File: src/hdl/tcu_pkg.sv
// constants and helpers for the timer compare unit
// Function
// - compare counter against both compare values continuously
// - compare flag sets one timer tick after match
// - flag clears on service or written one
// - interrupt request when flag and enable set
// - compare values buffered in pwm modes only
// - buffered value loads at top of count
// - cpu reaches buffer or working register by mode
// - force strobe acts like match, no flag
// - counter write blocks matches on next tick
// - output state survives waveform mode changes
// - output action unbuffered, force applies at once
// - nonzero action overrides pin data, not direction
// - action zero leaves output state unchanged
// - mode 0 counts up, wraps ff to 00
// - normal mode overflow flag when count wraps
// - normal mode counter writable at any time
// - mode 2 clears counter after channel a match
// - compare below count runs to wrap first
// - toggle action inverts channel a each match
// - toggle frequency is clock/(2*n*(1+compare))
// - match-clear mode overflow flag at max wrap
// - cpu counter write beats clear or count
// - clock select zero stops counter, stays accessible
// - max ff, bottom 00, top ff or compare a
package tcu_pkg;
    localparam int ADDR_W = 4;
    localparam int DATA_W = 8;
    localparam int NUM_CH = 2;
    localparam int PRESC_W = 10;

    localparam logic [ADDR_W-1:0] OFS_CTRL = 4'h0;
    localparam logic [ADDR_W-1:0] OFS_ACTION = 4'h1;
    localparam logic [ADDR_W-1:0] OFS_COUNT = 4'h2;
    localparam logic [ADDR_W-1:0] OFS_CMP_A = 4'h3;
    localparam logic [ADDR_W-1:0] OFS_CMP_B = 4'h4;
    localparam logic [ADDR_W-1:0] OFS_FLAGS = 4'h5;
    localparam logic [ADDR_W-1:0] OFS_IRQ_EN = 4'h6;
    localparam logic [ADDR_W-1:0] OFS_PORT = 4'h7;

    localparam int CTRL_WGM_LSB = 0;
    localparam int CTRL_CS_LSB = 3;
    localparam int ACTION_W = 2;
    localparam int ACTION_LSB = 0;
    localparam int FORCE_LSB = 4;
    localparam int FLAG_OVF_BIT = 0;
    localparam int FLAG_CMP_LSB = 1;
    localparam int PORT_DATA_LSB = 0;
    localparam int PORT_DIR_LSB = 2;

    localparam logic [2:0] WGM_NORMAL = 3'h0;
    localparam logic [2:0] WGM_CLEAR_ON_MATCH = 3'h2;
    localparam int WGM_PWM_BIT = 0;
    localparam int WGM_TOPA_BIT = 2;
    localparam logic [2:0] CS_STOP = 3'h0;

    localparam logic [1:0] ACT_NONE = 2'h0;
    localparam logic [1:0] ACT_TOGGLE = 2'h1;
    localparam logic [1:0] ACT_CLEAR = 2'h2;
    localparam logic [1:0] ACT_SET = 2'h3;

    localparam logic [7:0] COUNT_MAX = 8'hFF;
    localparam logic [7:0] COUNT_BOTTOM = 8'h00;
    localparam logic [7:0] COUNT_STEP = 8'h01;
    localparam logic [7:0] RST_BYTE = 8'h00;
    localparam logic [PRESC_W-1:0] PRESC_STEP = 10'h001;

    // tick when the low prescaler bits are all ones: /1 /8 /32 ... /1024
    localparam logic [PRESC_W-1:0] PRESC_MASK [8] = '{
        10'h000, 10'h000, 10'h007, 10'h01F,
        10'h03F, 10'h07F, 10'h0FF, 10'h3FF
    };

    function automatic logic tcu_apply_action(input logic [1:0] act,
                                              input logic cur);
        logic res;
        res = cur;
        unique case (act)
            ACT_NONE: res = cur;
            ACT_TOGGLE: res = ~cur;
            ACT_CLEAR: res = 1'b0;
            ACT_SET: res = 1'b1;
        endcase
        return res;
    endfunction : tcu_apply_action
endpackage : tcu_pkg

File: src/hdl/tcu_timer_compare.sv
// 8-bit timer counter with two compare channels and pin override
`timescale 1ns/1ps
module tcu_timer_compare
    import tcu_pkg::*;
(
    input wire logic clk_sys_i,
    input wire logic rstn_i,
    input wire logic [ADDR_W-1:0] reg_addr_i,
    input wire logic [DATA_W-1:0] reg_wdata_i,
    input wire logic reg_wr_i,
    input wire logic reg_rd_i,
    output logic [DATA_W-1:0] reg_rdata_o,
    input wire logic irq_ack_ovf_i,
    input wire logic [NUM_CH-1:0] irq_ack_cmp_i,
    output logic irq_ovf_o,
    output logic [NUM_CH-1:0] irq_cmp_o,
    output logic [NUM_CH-1:0] compare_output_pin_o,
    output logic [NUM_CH-1:0] compare_output_oe_o
);

    logic [2:0] waveform_mode_sel;
    logic [2:0] clock_source_sel;
    logic [NUM_CH-1:0][1:0] output_action_sel;
    logic [7:0] timer_count;
    logic [NUM_CH-1:0][7:0] compare_value_chan;
    logic [NUM_CH-1:0][7:0] compare_buf;
    logic [NUM_CH-1:0] compare_flag_chan;
    logic overflow_flag;
    logic irq_en_ovf;
    logic [NUM_CH-1:0] irq_en_cmp;
    logic [NUM_CH-1:0] port_data;
    logic [NUM_CH-1:0] port_dir;
    logic [NUM_CH-1:0] compare_output_chan;
    logic [PRESC_W-1:0] presc;
    logic block_pend;

    logic wr_ctrl;
    logic wr_action;
    logic count_wr;
    logic wr_flags;
    logic [NUM_CH-1:0] wr_cmp;
    logic pwm_mode;
    logic clear_on_match_mode;
    logic tick;
    logic [7:0] top_value;
    logic at_top;
    logic clear_now;
    logic ovf_set;
    logic [NUM_CH-1:0] match_raw;
    logic [NUM_CH-1:0] match_hit;
    logic [NUM_CH-1:0] force_cmp;
    logic [NUM_CH-1:0] oc_event;
    logic [NUM_CH-1:0][1:0] event_action;
    logic [7:0] next_count;
    logic [DATA_W-1:0] rd_mux;

    // address decode
    always_comb begin
        wr_ctrl = reg_wr_i && (reg_addr_i == OFS_CTRL);
        wr_action = reg_wr_i && (reg_addr_i == OFS_ACTION);
        count_wr = reg_wr_i && (reg_addr_i == OFS_COUNT);
        wr_flags = reg_wr_i && (reg_addr_i == OFS_FLAGS);
        wr_cmp[0] = reg_wr_i && (reg_addr_i == OFS_CMP_A);
        wr_cmp[1] = reg_wr_i && (reg_addr_i == OFS_CMP_B);
    end

    // timer tick from the prescaler; stopped clock select gives no tick
    always_ff @(posedge clk_sys_i or negedge rstn_i) begin
        if (!rstn_i) begin
            presc <= '0;
        end else begin
            presc <= presc + PRESC_STEP;
        end
    end

    always_comb begin
        tick = (clock_source_sel != CS_STOP) &&
            ((presc & PRESC_MASK[clock_source_sel]) ==
             PRESC_MASK[clock_source_sel]);
    end

    // mode decode and counter control
    always_comb begin
        pwm_mode = waveform_mode_sel[WGM_PWM_BIT];
        clear_on_match_mode = (waveform_mode_sel == WGM_CLEAR_ON_MATCH);
        if (clear_on_match_mode ||
            (pwm_mode && waveform_mode_sel[WGM_TOPA_BIT])) begin
            top_value = compare_value_chan[0];
        end else begin
            top_value = COUNT_MAX;
        end
        at_top = (timer_count == top_value);
        for (int ch = 0; ch < NUM_CH; ch++) begin
            match_raw[ch] = (timer_count == compare_value_chan[ch]);
            // a pending counter write eats the match of this tick
            match_hit[ch] = tick && match_raw[ch] && !block_pend;
        end
        if (clear_on_match_mode) begin
            clear_now = match_hit[0];
        end else begin
            clear_now = pwm_mode && at_top;
        end
        ovf_set = tick && !count_wr &&
            ((timer_count == COUNT_MAX) || (pwm_mode && at_top));
        if (count_wr) begin
            next_count = reg_wdata_i;
        end else if (tick && clear_now) begin
            next_count = COUNT_BOTTOM;
        end else if (tick) begin
            // plain 8-bit wrap also rescues a missed match-clear top
            next_count = timer_count + COUNT_STEP;
        end else begin
            next_count = timer_count;
        end
    end

    always_ff @(posedge clk_sys_i or negedge rstn_i) begin
        if (!rstn_i) begin
            timer_count <= RST_BYTE;
        end else begin
            timer_count <= next_count;
        end
    end

    // block lasts until the next tick, however long the clock is stopped
    always_ff @(posedge clk_sys_i or negedge rstn_i) begin
        if (!rstn_i) begin
            block_pend <= 1'b0;
        end else if (count_wr) begin
            block_pend <= 1'b1;
        end else if (tick) begin
            block_pend <= 1'b0;
        end
    end

    // control registers
    always_ff @(posedge clk_sys_i or negedge rstn_i) begin
        if (!rstn_i) begin
            waveform_mode_sel <= WGM_NORMAL;
            clock_source_sel <= CS_STOP;
            output_action_sel <= '0;
            irq_en_ovf <= 1'b0;
            irq_en_cmp <= '0;
            port_data <= '0;
            port_dir <= '0;
        end else begin
            if (wr_ctrl) begin
                waveform_mode_sel <= reg_wdata_i[CTRL_WGM_LSB +: 3];
                clock_source_sel <= reg_wdata_i[CTRL_CS_LSB +: 3];
            end
            if (wr_action) begin
                // not buffered: next match already uses it
                output_action_sel <= reg_wdata_i[ACTION_LSB +: 4];
            end
            if (reg_wr_i && (reg_addr_i == OFS_IRQ_EN)) begin
                irq_en_ovf <= reg_wdata_i[FLAG_OVF_BIT];
                irq_en_cmp <= reg_wdata_i[FLAG_CMP_LSB +: NUM_CH];
            end
            if (reg_wr_i && (reg_addr_i == OFS_PORT)) begin
                port_data <= reg_wdata_i[PORT_DATA_LSB +: NUM_CH];
                port_dir <= reg_wdata_i[PORT_DIR_LSB +: NUM_CH];
            end
        end
    end

    // compare values: buffer in pwm modes, direct otherwise
    always_ff @(posedge clk_sys_i or negedge rstn_i) begin
        if (!rstn_i) begin
            compare_value_chan <= '0;
            compare_buf <= '0;
        end else begin
            for (int ch = 0; ch < NUM_CH; ch++) begin
                if (wr_cmp[ch]) begin
                    compare_buf[ch] <= reg_wdata_i;
                end
                if (wr_cmp[ch] && !pwm_mode) begin
                    compare_value_chan[ch] <= reg_wdata_i;
                end else if (pwm_mode && tick && at_top) begin
                    compare_value_chan[ch] <= compare_buf[ch];
                end
            end
        end
    end

    // compare output state; mode writes never touch it
    always_comb begin
        for (int ch = 0; ch < NUM_CH; ch++) begin
            force_cmp[ch] = wr_action && !pwm_mode &&
                reg_wdata_i[FORCE_LSB + ch];
            oc_event[ch] = force_cmp[ch] || (match_hit[ch] && !pwm_mode);
            if (force_cmp[ch]) begin
                // forcing applies the setting written with it
                event_action[ch] =
                    reg_wdata_i[ACTION_LSB + ACTION_W*ch +: ACTION_W];
            end else begin
                event_action[ch] = output_action_sel[ch];
            end
        end
    end

    always_ff @(posedge clk_sys_i or negedge rstn_i) begin
        if (!rstn_i) begin
            compare_output_chan <= '0;
        end else begin
            for (int ch = 0; ch < NUM_CH; ch++) begin
                if (oc_event[ch]) begin
                    // toggle period is 2*(1+compare) ticks in match-clear
                    compare_output_chan[ch] <= tcu_apply_action(
                        event_action[ch], compare_output_chan[ch]);
                end
            end
        end
    end

    // flags: a set in the same cycle as a clear wins
    always_ff @(posedge clk_sys_i or negedge rstn_i) begin
        if (!rstn_i) begin
            compare_flag_chan <= '0;
            overflow_flag <= 1'b0;
        end else begin
            for (int ch = 0; ch < NUM_CH; ch++) begin
                if (match_hit[ch]) begin
                    compare_flag_chan[ch] <= 1'b1;
                end else if (irq_ack_cmp_i[ch] ||
                             (wr_flags && reg_wdata_i[FLAG_CMP_LSB + ch])) begin
                    compare_flag_chan[ch] <= 1'b0;
                end
            end
            if (ovf_set) begin
                overflow_flag <= 1'b1;
            end else if (irq_ack_ovf_i ||
                         (wr_flags && reg_wdata_i[FLAG_OVF_BIT])) begin
                overflow_flag <= 1'b0;
            end
        end
    end

    // interrupt requests, one cycle behind the flags
    always_ff @(posedge clk_sys_i or negedge rstn_i) begin
        if (!rstn_i) begin
            irq_cmp_o <= '0;
            irq_ovf_o <= 1'b0;
        end else begin
            irq_cmp_o <= compare_flag_chan & irq_en_cmp;
            irq_ovf_o <= overflow_flag && irq_en_ovf;
        end
    end

    // pin override; direction always from the port register
    always_ff @(posedge clk_sys_i or negedge rstn_i) begin
        if (!rstn_i) begin
            compare_output_pin_o <= '0;
            compare_output_oe_o <= '0;
        end else begin
            for (int ch = 0; ch < NUM_CH; ch++) begin
                if (output_action_sel[ch] != ACT_NONE) begin
                    compare_output_pin_o[ch] <= compare_output_chan[ch];
                end else begin
                    compare_output_pin_o[ch] <= port_data[ch];
                end
            end
            compare_output_oe_o <= port_dir;
        end
    end

    // read mux; force bits always read zero
    always_comb begin
        rd_mux = '0;
        unique case (reg_addr_i)
            OFS_CTRL: begin
                rd_mux[CTRL_WGM_LSB +: 3] = waveform_mode_sel;
                rd_mux[CTRL_CS_LSB +: 3] = clock_source_sel;
            end
            OFS_ACTION: rd_mux[ACTION_LSB +: 4] = output_action_sel;
            OFS_COUNT: rd_mux = timer_count;
            OFS_CMP_A: rd_mux = pwm_mode ? compare_buf[0] :
                compare_value_chan[0];
            OFS_CMP_B: rd_mux = pwm_mode ? compare_buf[1] :
                compare_value_chan[1];
            OFS_FLAGS: begin
                rd_mux[FLAG_OVF_BIT] = overflow_flag;
                rd_mux[FLAG_CMP_LSB +: NUM_CH] = compare_flag_chan;
            end
            OFS_IRQ_EN: begin
                rd_mux[FLAG_OVF_BIT] = irq_en_ovf;
                rd_mux[FLAG_CMP_LSB +: NUM_CH] = irq_en_cmp;
            end
            OFS_PORT: begin
                rd_mux[PORT_DATA_LSB +: NUM_CH] = port_data;
                rd_mux[PORT_DIR_LSB +: NUM_CH] = port_dir;
            end
            default: rd_mux = '0;
        endcase
    end

    // read data valid only in the cycle after the strobe
    always_ff @(posedge clk_sys_i or negedge rstn_i) begin
        if (!rstn_i) begin
            reg_rdata_o <= '0;
        end else if (reg_rd_i) begin
            reg_rdata_o <= rd_mux;
        end else begin
            reg_rdata_o <= '0;
        end
    end
endmodule : tcu_timer_compare

File: config.mk
export PLATFORM = sky130hd
export DESIGN_NAME = tcu_timer_compare
export DESIGN_NICKNAME = d
export VERILOG_FILES = /design/src/hdl/tcu_pkg.sv /design/src/hdl/tcu_timer_compare.sv
export SDC_FILE = /design/constraint.sdc
export NUM_CORES = 1
export LEC_CHECK = 0
export BUFFER_PORTS_ARGS = -buffer_cell sky130_fd_sc_hd__buf_2
export CAP_MARGIN = 0
export CORE_AREA = 2 2 114 116
export DETAILED_ROUTE_END_ITERATION = 10
export DIE_AREA = 0 0 116 118
export PLACE_DENSITY = 0.66
export SETUP_SLACK_MARGIN = 0.02
export SYNTH_ARGS = -nofsm -noshare
export SYNTH_HDL_FRONTEND = slang
export SYNTH_SLANG_ARGS = --single-unit
File: constraint.sdc
create_clock -name clk_sys_i -period 3 [get_ports clk_sys_i]
set_clock_uncertainty 0.15 [all_clocks]
set_input_delay 0.45 -clock clk_sys_i [delete_from_list [all_inputs] [get_ports clk_sys_i]]
set_output_delay 0.45 -clock clk_sys_i [all_outputs]
set_load 0.01 [all_outputs]
======== Word level (Yosys, flattened, before mapping) ========
Memories as Yosys holds them, arrays and structs flattened.
Index checks and enable logic that the tools add are counted.
word-level totals
  bits in read-only memories .............. 80
  memories ................................ 1
  logic and storage cells ................. 143
  register bits after elaboration ......... 88
  output and inout bits ................... 15
  bits of input ports ..................... 19
cells by class
  add/sub/neg operators ................... 2
  bitwise gates (word level) .............. 7
  reduce and logical (&&, ||, !) cells .... 56
  order comparisons ....................... 1
  equality and inequality tests ........... 19
  mux-type cells .......................... 32
memory list
  memory           words  width  read ports  clocked after memory_dff  wr ports  RTL line                 text
  (no name shown)  8      10     1           0                         0         tcu_timer_compare.sv:79  PRESC_MASK[clock_source_sel]);
operators by type and width
  cell                     number
  $mux W8                  11
  $logic_and A1 B1 Y1      31
  $eq A8 B8 Y1             3
  $pmux W3 S8              1
  $mux W10                 2
  $eq A4 B3 Y1 const B     4
  $reduce_bool A2 Y1       8
  $mux W1                  11
  $add A10 B1 Y10 const B  1
  $and A10 B10 Y10         1
  $eq A10 B10 Y1           1
  $add A8 B1 Y8 const B    1
  $eq A2 B2 Y1 const B     4
  $eq A4 B2 Y1 const B     2
  $eq A8 B8 Y1 const B     1
  $pmux W2 S4              1
  $logic_or A1 B1 Y1       7
  $pmux W1 S3              2
  $pmux W1 S6              1
  $pmux W2 S3              1
  $reduce_bool A3 Y1       2
  $eq A2 B1 Y1 const B     2
  $eq A4 B1 Y1 const B     1
  $ge A4 B4 Y1 const B     1
  9 further kinds          17

======== Logic depth before layout (Yosys ltp) ========
Gate-level depths: netlist (run 1).
  word-level depth ........................ 13
  depth in mapped cells ................... 10
  mapped depth without buffers ............ 7

======== Least setup slack after synthesis (run 1) ========
Ideal clock, no wire load.
  path type ............................... register to register
  start point ............................. register timer_count[0]
  end point ............................... register compare_value_chan[12] (netlist name)
  data arrival time ....................... 2.021 ns
  stages on the path, launching flop included .. 10
  clock period less this slack ............ 2.301 ns
  setup slack ............................. 0.699 ns
  setup time .............................. 0.130 ns
  required time ........................... 2.720 ns
  cells stage by stage .................... dfrtp_1 -> buf_2 -> nor2b_1 -> a2111oi_4 -> a31oi_1 -> or4_1 -> buf_2 -> buf_6 -> o221ai_1 -> nand3_1
between the ends
  longest elaborated chain between the ends .. 3
RTL lines
  what                                 RTL line                  text
  start: declaration                   tcu_timer_compare.sv:24   logic [7:0] timer_count;
  start signal: assignment             tcu_timer_compare.sv:121  timer_count <= next_count;
  $eq A8 B8 Y1                         tcu_timer_compare.sv:92   at_top = (timer_count == top_value);
  $logic_and A1 B1 Y1                  tcu_timer_compare.sv:178  end else if (pwm_mode && tick && at_top) begin
  $reduce_bool A2 Y1 (no source line)  --
  end signal: indexed assignment       tcu_timer_compare.sv:177  compare_value_chan[ch] <= reg_wdata_i;
  end signal: indexed assignment       tcu_timer_compare.sv:179  compare_value_chan[ch] <= compare_buf[ch];
  end: declaration                     tcu_timer_compare.sv:25   logic [NUM_CH-1:0][7:0] compare_value_chan;
No other way between the ends.
A chain may end at the register's enable or synchronous reset.

======== Worst setup path in the final report (run 1) ========
  start point ............................. register timer_count[3]
  end point ............................... register compare_output_chan[0]
between the ends
  longest elaborated chain between the ends .. 6
RTL lines
  what                                RTL line                  text
  $eq A8 B8 Y1                        tcu_timer_compare.sv:94   match_raw[ch] = (timer_count == compare_value_chan[ch]);
  $logic_and A1 B1 Y1 (2 in series)   tcu_timer_compare.sv:96   match_hit[ch] = tick && match_raw[ch] && !block_pend;
  $logic_and A1 B1 Y1                 tcu_timer_compare.sv:190  oc_event[ch] = force_cmp[ch] || (match_hit[ch] && !pwm_mode);
  $logic_or A1 B1 Y1                  tcu_timer_compare.sv:190
  $reduce_and A2 Y1 (no source line)  --
  end signal: indexed assignment      tcu_timer_compare.sv:208  compare_output_chan[ch] <= tcu_apply_action(
  end: declaration                    tcu_timer_compare.sv:33   logic [NUM_CH-1:0] compare_output_chan;
No other way between the ends.

==> results of run 1 <==
[worst max path at each step]
stage | endpoint | slack [ns] | depth (start not counted)
6_report | compare_output_chan[0] | 0.16 | 7
5_1_grt | compare_output_chan[0] | 0.11 | 7
4_1_cts | compare_output_chan[0] | 0.20 | 7
3_5_place_dp | compare_output_chan[0] | 0.22 | 7
3_3_place_gp | compare_output_chan[0] | 0.28 | 7
2_1_floorplan | compare_value_chan[12] | 0.70 | 9
[final cells by class]
cell class                 instances  share of cell area, %
sequential                        88                   39.7
clock inverter                     7                   2.12
tap                              172                   3.88
inverter                          19                   1.28
timing repair buffer              45                   4.91
clock buffer                       9                   4.06
multi-input combinational        348                   44.1
[cells in the mapped netlist, drive strengths merged, types with 2 or more instances]
| cell type | number | area (µm²) |
|---|---|---|
| a22oi | 4 | 30.0 |
| o221ai | 9 | 78.8 |
| nand3 | 42 | 210 |
| or3 | 6 | 37.5 |
| nand4 | 4 | 25.0 |
| nand3b | 4 | 30.0 |
| and3 | 11 | 68.8 |
| a31oi | 3 | 18.8 |
| buf | 18 | 120 |
| o211ai | 4 | 30.0 |
| mux2i | 16 | 160 |
| clkbuf | 22 | 82.6 |
| nand2b | 8 | 50.1 |
| dfrtp | 88 | 2200 |
| inv | 19 | 71.3 |
| nand2 | 44 | 165 |
| nor4b | 2 | 23.8 |
| nor4 | 6 | 58.8 |
| ha | 2 | 25.0 |
| or4 | 2 | 15.0 |
| o22ai | 8 | 50.1 |
| o31ai | 3 | 22.5 |
| o21ai | 9 | 45.0 |
| nor3 | 9 | 45.0 |
| mux2 | 40 | 450 |
| and2 | 5 | 31.3 |
| nor2b | 5 | 38.8 |
| a2111oi | 3 | 45.1 |
| nand4b | 11 | 96.3 |
| nor2 | 23 | 86.3 |
| xor2 | 3 | 26.3 |
| a221oi | 6 | 52.6 |
| a21oi | 16 | 80.1 |
| o311ai | 4 | 35.0 |
| a211o | 8 | 70.1 |
| xnor2 | 14 | 123 |
[metal layers]
metal	vias to the layer above	wire length, µm
met4	0	265
met2	164	6010
met3	19	834
li1	1841	-
met1	1957	6260
met5	-	0
[layout by cell type (no fill, tap or decap), types with 2 or more instances in the layout]
cell type	count
a2111oi_0	2
nand2b_1	8
and3_1	11
nor2_1	23
nand3_1	42
a211o_1	8
clkbuf_16	9
and2_1	5
mux2i_1	16
a221oi_1	6
inv_1	19
o221ai_1	9
a22oi_1	4
o22ai_1	8
xor2_1	3
o31ai_1	3
or4_1	2
ha_1	2
a21oi_1	16
nor3_1	9
nor2b_1	4
nand4_1	4
o21ai_0	9
mux2_2	40
a31oi_1	3
nand3b_1	4
bufinv_16	3
buf_2	32
o311ai_0	3
nor4_1	4
or3_1	6
dfrtp_1	88
clkinv_2	2
nand4b_1	11
nand2_1	44
o211ai_1	4
buf_4	11
xnor2_1	14
[cell families after synthesis]
kind of cell / count (synthesis) / share of synthesized area (%)
DFF: 88 / 44.7
muxes: 56 / 12.4
xor gates and xnor gates: 17 / 3.03
and+or+nand+nor: 185 / 20.4
buffers and inverters: 59 / 5.57
adders and majority gates: 2 / 0.508
AOI/OAI and AO/OA: 88 / 13.3
[state kept, by name (all words and copies together), names as in the netlist, 3 cells and up]
signal	cells
compare_buf	16
compare_value_chan	16
presc	10
reg_rdata_o	8
timer_count	8
output_action_sel	4
clock_source_sel	3
waveform_mode_sel	3
[timing repair]
item,CTS,global route
hold endpoints to repair,36,0
hold buffers,1,0
setup endpoints to repair,0,0
resized for setup,0,0
[through the flow]
step                      util [%]  hold slack, ns  setup slack (ns)
after global placement        41.9           0.239             0.278
after floorplan                  -         0.00441             0.699
after CTS                     44.7           0.212             0.201
after global routing          44.7           0.219             0.107
after detailed placement      41.9           0.255             0.220
final                         44.7           0.216             0.162
[power groups by stage]
stage               sequential (mW)  combinational (mW)  clock (mW)
finish                         1.76                1.29        1.31
global route                   1.80                1.41        1.37
CTS                            1.76                1.28        1.32
detailed placement             1.78                1.27           0
global placement               1.77                1.25           0
floorplan                      1.64                1.03           0
==> out/metrics.yaml, run 1 <==
floorplanning:
  initial_core_util_pct: 39.6
  rows: 41
  dieWidth_um: 116
  die_h_um: 118
  io_pins: 34
  coreArea_um2: 12400
  dieArea_um2: 13700
power:
  internal_power_mw: 2.86
  p_seq_share_pct: 40.5
  peakVddDrop_mv: 0.298
  switching_power_mw: 1.50
  p_leak_nw: 2.42
  total_power_mw: 4.36
  swShare_pct: 34.4
  clockPowerShare_pct: 30.0
  power.share.combinational_pct: 29.6
  p_per_area_nw_per_um2: 785
place:
  port_buffers: 33
  dp.cells: 671
  place_hpwl_um: 9500
  place.gp.congestion: 0.976
  dpl-instance-area_um2: 5200
timing:
  max_clock_freq_mhz: 352
  hold_violations: 0
  finalSetupViolCount: 0
  worst_pin_slew_ns: 0.675
  rsz0062_at_grt: "no"
  fin_crit_ns: 2.84
  setup_tns_ns: 0
  slew_violations: 0
  finalCritPeriodShare_pct: 94.6
  slew_headroom_pct: 54.8
global_routing:
  grtUsageMet3_pct: 3.19
  grt_use_total_pct: 20.4
  grt_pass1_wl_um: 21500
  top_usage_layer: "met1"
  grt.overflow.total: 0
  met1_usage_pct: 30.4
  antenna_found_initial: 0
  grt_pass1_vias: 3856
  grt_max_degree: 53
  gr-usage-met2_pct: 30.2
logic_synthesis:
  synth-seq-cells: 88
  ys.flop_type: "dfrtp_1"
  synth_edf_count: 0
  async_reset_ff_share_pct: 100
  syn_avg_cell_area_um2: 9.94
  netlist_area_um2: 4920
  synth-seq-area-share_pct: 44.7
  netlist_instances: 495
  ys_types: 59
  yosysWarnings: 0
  syn_nets: 516
min_path:
  min_path_type: "in -> reg"
  whs_endpoint: "reg_rdata_o[3]"
  min_from: "reg_rd_i"
  holdPathStages: 2
setup_path:
  path_delay_family: "simple AND/OR/NAND/NOR gates"
  crit_required_ns: 3.05
  worstPathArrival_ns: 2.89
  crit_start: "timer_count[3]"
  r2r_cells: 7
  critPathKind: "reg -> reg"
  r2r-start: "timer_count[3]"
  critical_path_buf_inv_count: 2
  cp-end-kind: "register"
  r2r-end: "compare_output_chan[0]"
  start_kind: "register"
  critPathMaxStageDelay_ns: 0.63
  critPathMaxFanout: 10
  ff2ff_setup_slack_ns: 0.16
  slowest_stage: "dfrtp_1"
  path_cells: "inv_1, a221o_1, or4_1, nor4_1, buf_4, a311o_1, o311ai_1"
cells_and_area:
  nets: 532
  fin_area_um2: 5550
  finalNonFillerCells: 688
  multi_input_area_um2: 2450
  fillCellCount: 1209
  num_antenna_cells: 0
  final-seq-area_um2: 2200
  syn2layout_area_growth_pct: 12.8
  drive_gt1_share_pct: 20.7
clock_network:
  cts-htree-levels: 3
  clock-sinks: 88
  cts_tree: "done"
  clkTransAtPathRegs_ns: 0.06
  clock_latency_ns: 0.35
  cts_buffers: 9
  cts-root-buf: "clkbuf_16"
  clockBufferDepth: 2
  post_cts_buffers: 0
run_status:
  outcome: "complete, no violations"
routing:
  drc: 0
  wl_per_cell_um: 19.4
  ant_nets: 0
  drt_iter0_drc: 427
  vias: 3981
  firstDrtPassIters: 5
  wl_um: 13400
  via_per_inst: 5.79
flow_run:
  maxCapViolCount: 0
(Power assumes the default switching activity.)
==> run 2: changes to the inputs <==
MAX_ROUTING_LAYER = met4   (was not set)
==> run 2 against run 1 <==
Effect of this change: final cell count increased by 0.29%; sequential cell count unchanged; hold slack worse by 0.0033 ns; sequential share of layout area is 0.19 points higher; non-clock buffer count rose by 2; clock power down 11%; via count is 1.7% higher; register-to-register slack gained 0.10 ns.
==> out/metrics.yaml, run 2 (synthesis gave the netlist of run 1 again) <==
routing:
  vias: 4047  # was 3,981
  wl_um: 13600  # was 13,400 µm
  wl_per_cell_um: 19.8  # was 19.4 µm
  via_per_inst: 5.87  # was 5.79
  firstDrtPassIters: 4  # was 5
  drt_iter0_drc: 388  # was 427
  ant_nets: 0  # unchanged
  drc: 0  # unchanged
setup_path:
  crit_required_ns: 3.05  # about the same
  critPathKind: "reg -> reg"  # unchanged
  start_kind: "register"  # unchanged
  cp-end-kind: "register"  # unchanged
  critPathMaxFanout: 16  # was 10
  worstPathArrival_ns: 2.78  # was 2.89 ns
power:
  peakVddDrop_mv: 0.270  # was 0.298 mV
  p_per_area_nw_per_um2: 766  # was 785 nW/µm²
  p_leak_nw: 2.40  # was 2.42 nW
  total_power_mw: 4.23  # was 4.36 mW
clock_network:
  clock-sinks: 88  # unchanged
  cts_tree: "done"  # unchanged
  clkTransAtPathRegs_ns: 0.07  # was 0.06 ns
  cts_buffers: 9  # unchanged
  cts-htree-levels: 3  # unchanged
  clock_latency_ns: 0.35  # about the same
  cts-resized-gates: 0  # unchanged
  post_cts_buffers: 0  # unchanged
  cts-root-buf: "clkbuf_16"  # unchanged
  clockBufferDepth: 2  # unchanged
timing:
  rsz0062_at_grt: "no"  # unchanged
  worst_pin_slew_ns: 0.680  # was 0.675 ns
  setup_tns_ns: 0  # unchanged
  fin_crit_ns: 2.74  # was 2.84 ns
  holdWs_ns: 0.212  # was 0.216 ns
  hold_violations: 0  # unchanged
  slew_headroom_pct: 54.5  # was 54.8%
  finalCritPeriodShare_pct: 91.2  # was 94.6%
  max_clock_freq_mhz: 365  # was 352 MHz
  finalSetupViolCount: 0  # unchanged
  slew_violations: 0  # unchanged
  worst_slack_ns: 0.263  # was 0.162 ns
floorplanning:
  coreArea_um2: 12400  # unchanged
  rows: 41  # unchanged
  die_h_um: 118  # unchanged
  dieWidth_um: 116  # unchanged
  dieArea_um2: 13700  # unchanged
  io_pins: 34  # unchanged
  initial_core_util_pct: 39.6  # unchanged
cells_and_area:
  syn2layout_area_growth_pct: 12.2  # was 12.8%
  final_common_cell: "dfrtp_1"  # unchanged
  final-seq-area_um2: 2200  # unchanged
  fin_area_um2: 5520  # was 5550 µm²
  num_antenna_cells: 0  # unchanged
  drive_gt1_share_pct: 21.0  # was 20.7%
  multi_input_area_um2: 2450  # unchanged
  most-common-layout-cells: "88 x dfrtp_1, 44 x nand2_1, 42 x nand3_1, 40 x mux2_2, 32 x buf_2"  # unchanged
  fillCellCount: 1193  # was 1,209
  nets: 534  # was 532
  largestRegisters: "compare_buf: 16 flops, compare_value_chan: 16 flops, presc: 10 flops"  # unchanged
place:
  dpl-instance-area_um2: 5210  # was 5200 µm²
  port_buffers: 33  # unchanged
  dp_slack_ns: 0.342  # was 0.220 ns
  place_hpwl_um: 9660  # was 9500 µm
  place.gp.congestion: 0.999  # was 0.976
flow_run:
  maxCapViolCount: 0  # unchanged
global_routing:
  antenna_found_initial: 0  # unchanged
  grt_pass1_vias: 3863  # was 3,856
  grt.overflow.total: 0  # unchanged
  grt_use_total_pct: 21.3  # was 20.4%
  grt_max_degree: 47  # was 53
  grt_pass1_wl_um: 21800  # was 21,500 µm
min_path:
  min_path_type: "in -> reg"  # unchanged
run_status:
  outcome: "complete, no violations"  # unchanged
==> run 2: repair_timing <==
item | in CTS | in global routing
hold buffers | 1 | 0
endpoints found under the setup margin | 0 | 0
hold endpoints to repair | 45 | 0
==> run 2: layer usage <==
layer	track usage [%]	wire length, µm	vias up
met5	-	0	-
met4	7.74	344	0
met3	3.30	836	29
met2	29.7	6060	168
met1	31.2	6400	2005
li1	-	-	1845
==> run 2: worst paths after layout <==
path / endpoint / slack [ns] / startpoint / depth (start not counted)
setup / recovery: timer_count[6] / 0.26 / timer_count[2] / 6
max in group asynchronous: compare_value_chan[5] / 1.55 / rstn_i / 3
hold reg to reg: compare_output_oe_o[1] / 0.26 / port_dir[1] / 0
hold / removal: reg_rdata_o[3] / 0.21 / reg_rd_i / 2
setup reg to reg: timer_count[6] / 0.26 / timer_count[2] / 6
min in group asynchronous: compare_output_chan[0] / 0.50 / rstn_i / 2
==> run 2: critical path: stages, from the launching register on <==
cell and delay (ns):
dfrtp_1 0.55, nand3_1 0.19, a2111oi_0 0.39, a31oi_1 0.15, or4_1 0.76, o211ai_1 0.23
o311ai_0 0.16
==> run 2: final cells by class <==
cell class | instances | share of cell area, %
clock buffers | 9 | 4.08
flip-flops and latches | 88 | 39.9
repair buffers | 47 | 5.21
multi-input cells | 348 | 44.3
clock inverters | 7 | 1.38
well taps | 172 | 3.90
inverters | 19 | 1.29
==> run 2: metrics by stage <==
stage | util, % | std cells
2_1_floorplan | - | 495
3_3_place_gp | 42.0 | 673
3_5_place_dp | 42.0 | 673
4_1_cts | 44.5 | 690
5_1_grt | 44.5 | 690
6_report | 44.5 | 690
==> run 2: power breakdown <==
part	internal (mW)	leakage [nW]	switching (mW)
Clock	0.653	0.143	0.508
Sequential	1.45	1.07	0.322
Combinational	0.596	1.19	0.702
==> run 3: changes to the inputs <==
CORE_AREA = 2 2 110 112   (was 2 2 114 116)
DIE_AREA = 0 0 112 114   (was 0 0 116 118)
GPL_TIMING_DRIVEN = 0   (was not set)
PLACE_DENSITY = 0.7   (was 0.66)
==> run 3 against run 2 <==
Effect of this change: core utilization grew 3.3 points; largest cell class unchanged; clock power grew 5%; first-iteration DRC count grew 14%.
==> out/metrics.yaml, run 3 (synthesis gave the netlist of run 1 again) <==
clock_network:
  cts_tree: "done"  # unchanged
  clock_latency_ns: 0.35  # about the same
  cts-root-buf: "clkbuf_16"  # unchanged
  cts_buffers: 9  # unchanged
  hold_buffers: 1  # unchanged
  clockBufferDepth: 2  # unchanged
  cts-htree-levels: 3  # unchanged
  post_cts_buffers: 0  # unchanged
  cts-resized-gates: 0  # unchanged
  clock-sinks: 88  # unchanged
  clkTransAtPathRegs_ns: 0.06  # was 0.07 ns
timing:
  holdWs_ns: 0.197  # was 0.212 ns
  worst_slack_ns: 0.199  # was 0.263 ns
  finalCritPeriodShare_pct: 93.4  # was 91.2%
  max_clock_freq_mhz: 357  # was 365 MHz
  hold_violations: 0  # unchanged
  slew_violations: 0  # unchanged
  setup_tns_ns: 0  # unchanged
  worst_pin_slew_ns: 1.10  # was 0.680 ns
  finalSetupViolCount: 0  # unchanged
  fin_crit_ns: 2.80  # was 2.74 ns
  rsz0062_at_grt: "no"  # unchanged
  slew_headroom_pct: 25.8  # was 54.5%
setup_path:
  worstPathArrival_ns: 2.85  # was 2.78 ns
  path_cells: "buf_2, inv_1, a221o_1, or4_1, nor4_1, a311o_1, o311ai_1"  # was nand3_1, a2111oi_0, a31oi_1, or4_1, o211ai_1, o311ai_0
  slowest_stage: "nor4_1"  # was or4_1
  cp-end-kind: "register"  # unchanged
  critPathMaxStageDelay_ns: 0.67  # was 0.76 ns
  start_kind: "register"  # unchanged
  critPathMaxFanout: 10  # was 16
  crit_required_ns: 3.05  # about the same
  critPathKind: "reg -> reg"  # unchanged
cells_and_area:
  nets: 558  # was 534
  syn2layout_area_growth_pct: 13.8  # was 12.2%
  num_antenna_cells: 0  # unchanged
  drive_gt1_share_pct: 19.8  # was 21.0%
  final_common_cell: "dfrtp_1"  # unchanged
  most-common-layout-cells: "88 x dfrtp_1, 44 x nand2_1, 42 x nand3_1, 40 x mux2_2, 37 x buf_2"  # was 88 x dfrtp_1, 44 x nand2_1, 42 x nand3_1, 40 x mux2_2, 32 x buf_2
  largestRegisters: "compare_buf: 16 flops, compare_value_chan: 16 flops, presc: 10 flops"  # unchanged
  finalNonFillerCells: 688  # was 690
  fin_area_um2: 5600  # was 5520 µm²
global_routing:
  grt_use_total_pct: 23.5  # was 21.3%
  grt.overflow.total: 0  # unchanged
  grt_pass1_vias: 4102  # was 3,863
  grt_max_degree: 64  # was 47
  gr-usage-met2_pct: 36.2  # was 29.7%
  grtUsageMet3_pct: 3.13  # was 3.30%
  top_usage_layer: "met2"  # was met1
  antenna_found_initial: 0  # unchanged
  met1_usage_pct: 31.3  # was 31.2%
  grt_pass1_wl_um: 22700  # was 21,800 µm
place:
  dpl-instance-area_um2: 5280  # was 5210 µm²
  place_hpwl_um: 10000  # was 9660 µm
  dp_slack_ns: -0.0406  # was 0.342 ns
  place.gp.congestion: 1.02  # was 0.999
  port_buffers: 29  # was 33
  dp.cells: 672  # was 673
min_path:
  min_path_type: "in -> reg"  # unchanged
routing:
  drt_iter0_drc: 442  # was 388
  wl_per_cell_um: 20.4  # was 19.8 µm
  via_per_inst: 6.01  # was 5.87
  ant_nets: 0  # unchanged
  drc: 0  # unchanged
  firstDrtPassIters: 5  # was 4
  vias: 4135  # was 4,047
  wl_um: 14000  # was 13,600 µm
power:
  p_leak_nw: 2.44  # was 2.40 nW
  peakVddDrop_mv: 0.311  # was 0.270 mV
  p_per_area_nw_per_um2: 778  # was 766 nW/µm²
floorplanning:
  initial_core_util_pct: 42.0  # was 39.6%
  dieArea_um2: 12800  # was 13,700 µm²
  die_h_um: 114  # was 118 µm
  io_pins: 34  # unchanged
  rows: 40  # was 41
  dieWidth_um: 112  # was 116 µm
  coreArea_um2: 11700  # was 12,400 µm²
flow_run:
  maxCapViolCount: 0  # unchanged
run_status:
  outcome: "complete, no violations"  # unchanged
-- run 3: changes by cell type in the layout (fill, tap and decap cells not counted) --
cell        delta
buf_6          +4
bufinv_16      +1
inv_6          -2
buf_12         -1
buf_4          -9
clkbuf_1      +23
buf_2          +5
buf_16         +1
clkinvlp_4     -1
buf_1          +2
-- run 3: worst paths after layout --
kind / start / end / slack (ns) / cells after the start
max: timer_count[3] / compare_output_chan[0] / 0.20 / 7
min reg2reg: port_dir[1] / compare_output_oe_o[1] / 0.26 / 0
min in group asynchronous: rstn_i / output_action_sel[0] / 0.41 / 2
min: reg_rd_i / reg_rdata_o[3] / 0.20 / 2
max reg2reg: timer_count[3] / compare_output_chan[0] / 0.20 / 7
max in group asynchronous: rstn_i / compare_value_chan[3] / 1.65 / 3
-- run 3: power by group --
part / switching, mW / internal, mW
clock: 0.488 / 0.727
sequential: 0.239 / 1.45
combinational: 0.819 / 0.635
total: 1.55 / 2.81
-- run 3: critical path: cells and delay by family, from the launching register on --
kind	cells	cell delay, ns
simple gates	2	1.08
compound gates	3	0.71
buf+inv	2	0.39
flops	1	0.31
-- run 3: layout make-up --
class	instances	area, µm²
repair buffers	31	185
clock buffers	10	229
plain buffers	40	203
well taps	147	184
flip-flops and latches	88	2200
clock inverters	5	81.3
fillers	1109	6110
multi-input cells	348	2450
inverters	19	71.3
-- run 3: per-stage QoR --
stage	utilization, %	power [mW]
2_1_floorplan	-	2.67
3_3_place_gp	44.8	3.08
3_5_place_dp	45.1	3.13
4_1_cts	47.8	4.34
5_1_grt	47.8	4.57
6_report	47.8	4.36
-- run 3: per-layer routing --
| layer | vias to the layer above | share of wire (%) |
|---|---|---|
| met3 | 37 | 6.0 |
| met2 | 176 | 45 |
| met4 | 0 | 3.1 |
| met5 | - | 0 |
| li1 | 1890 | - |
| met1 | 2032 | 45 |
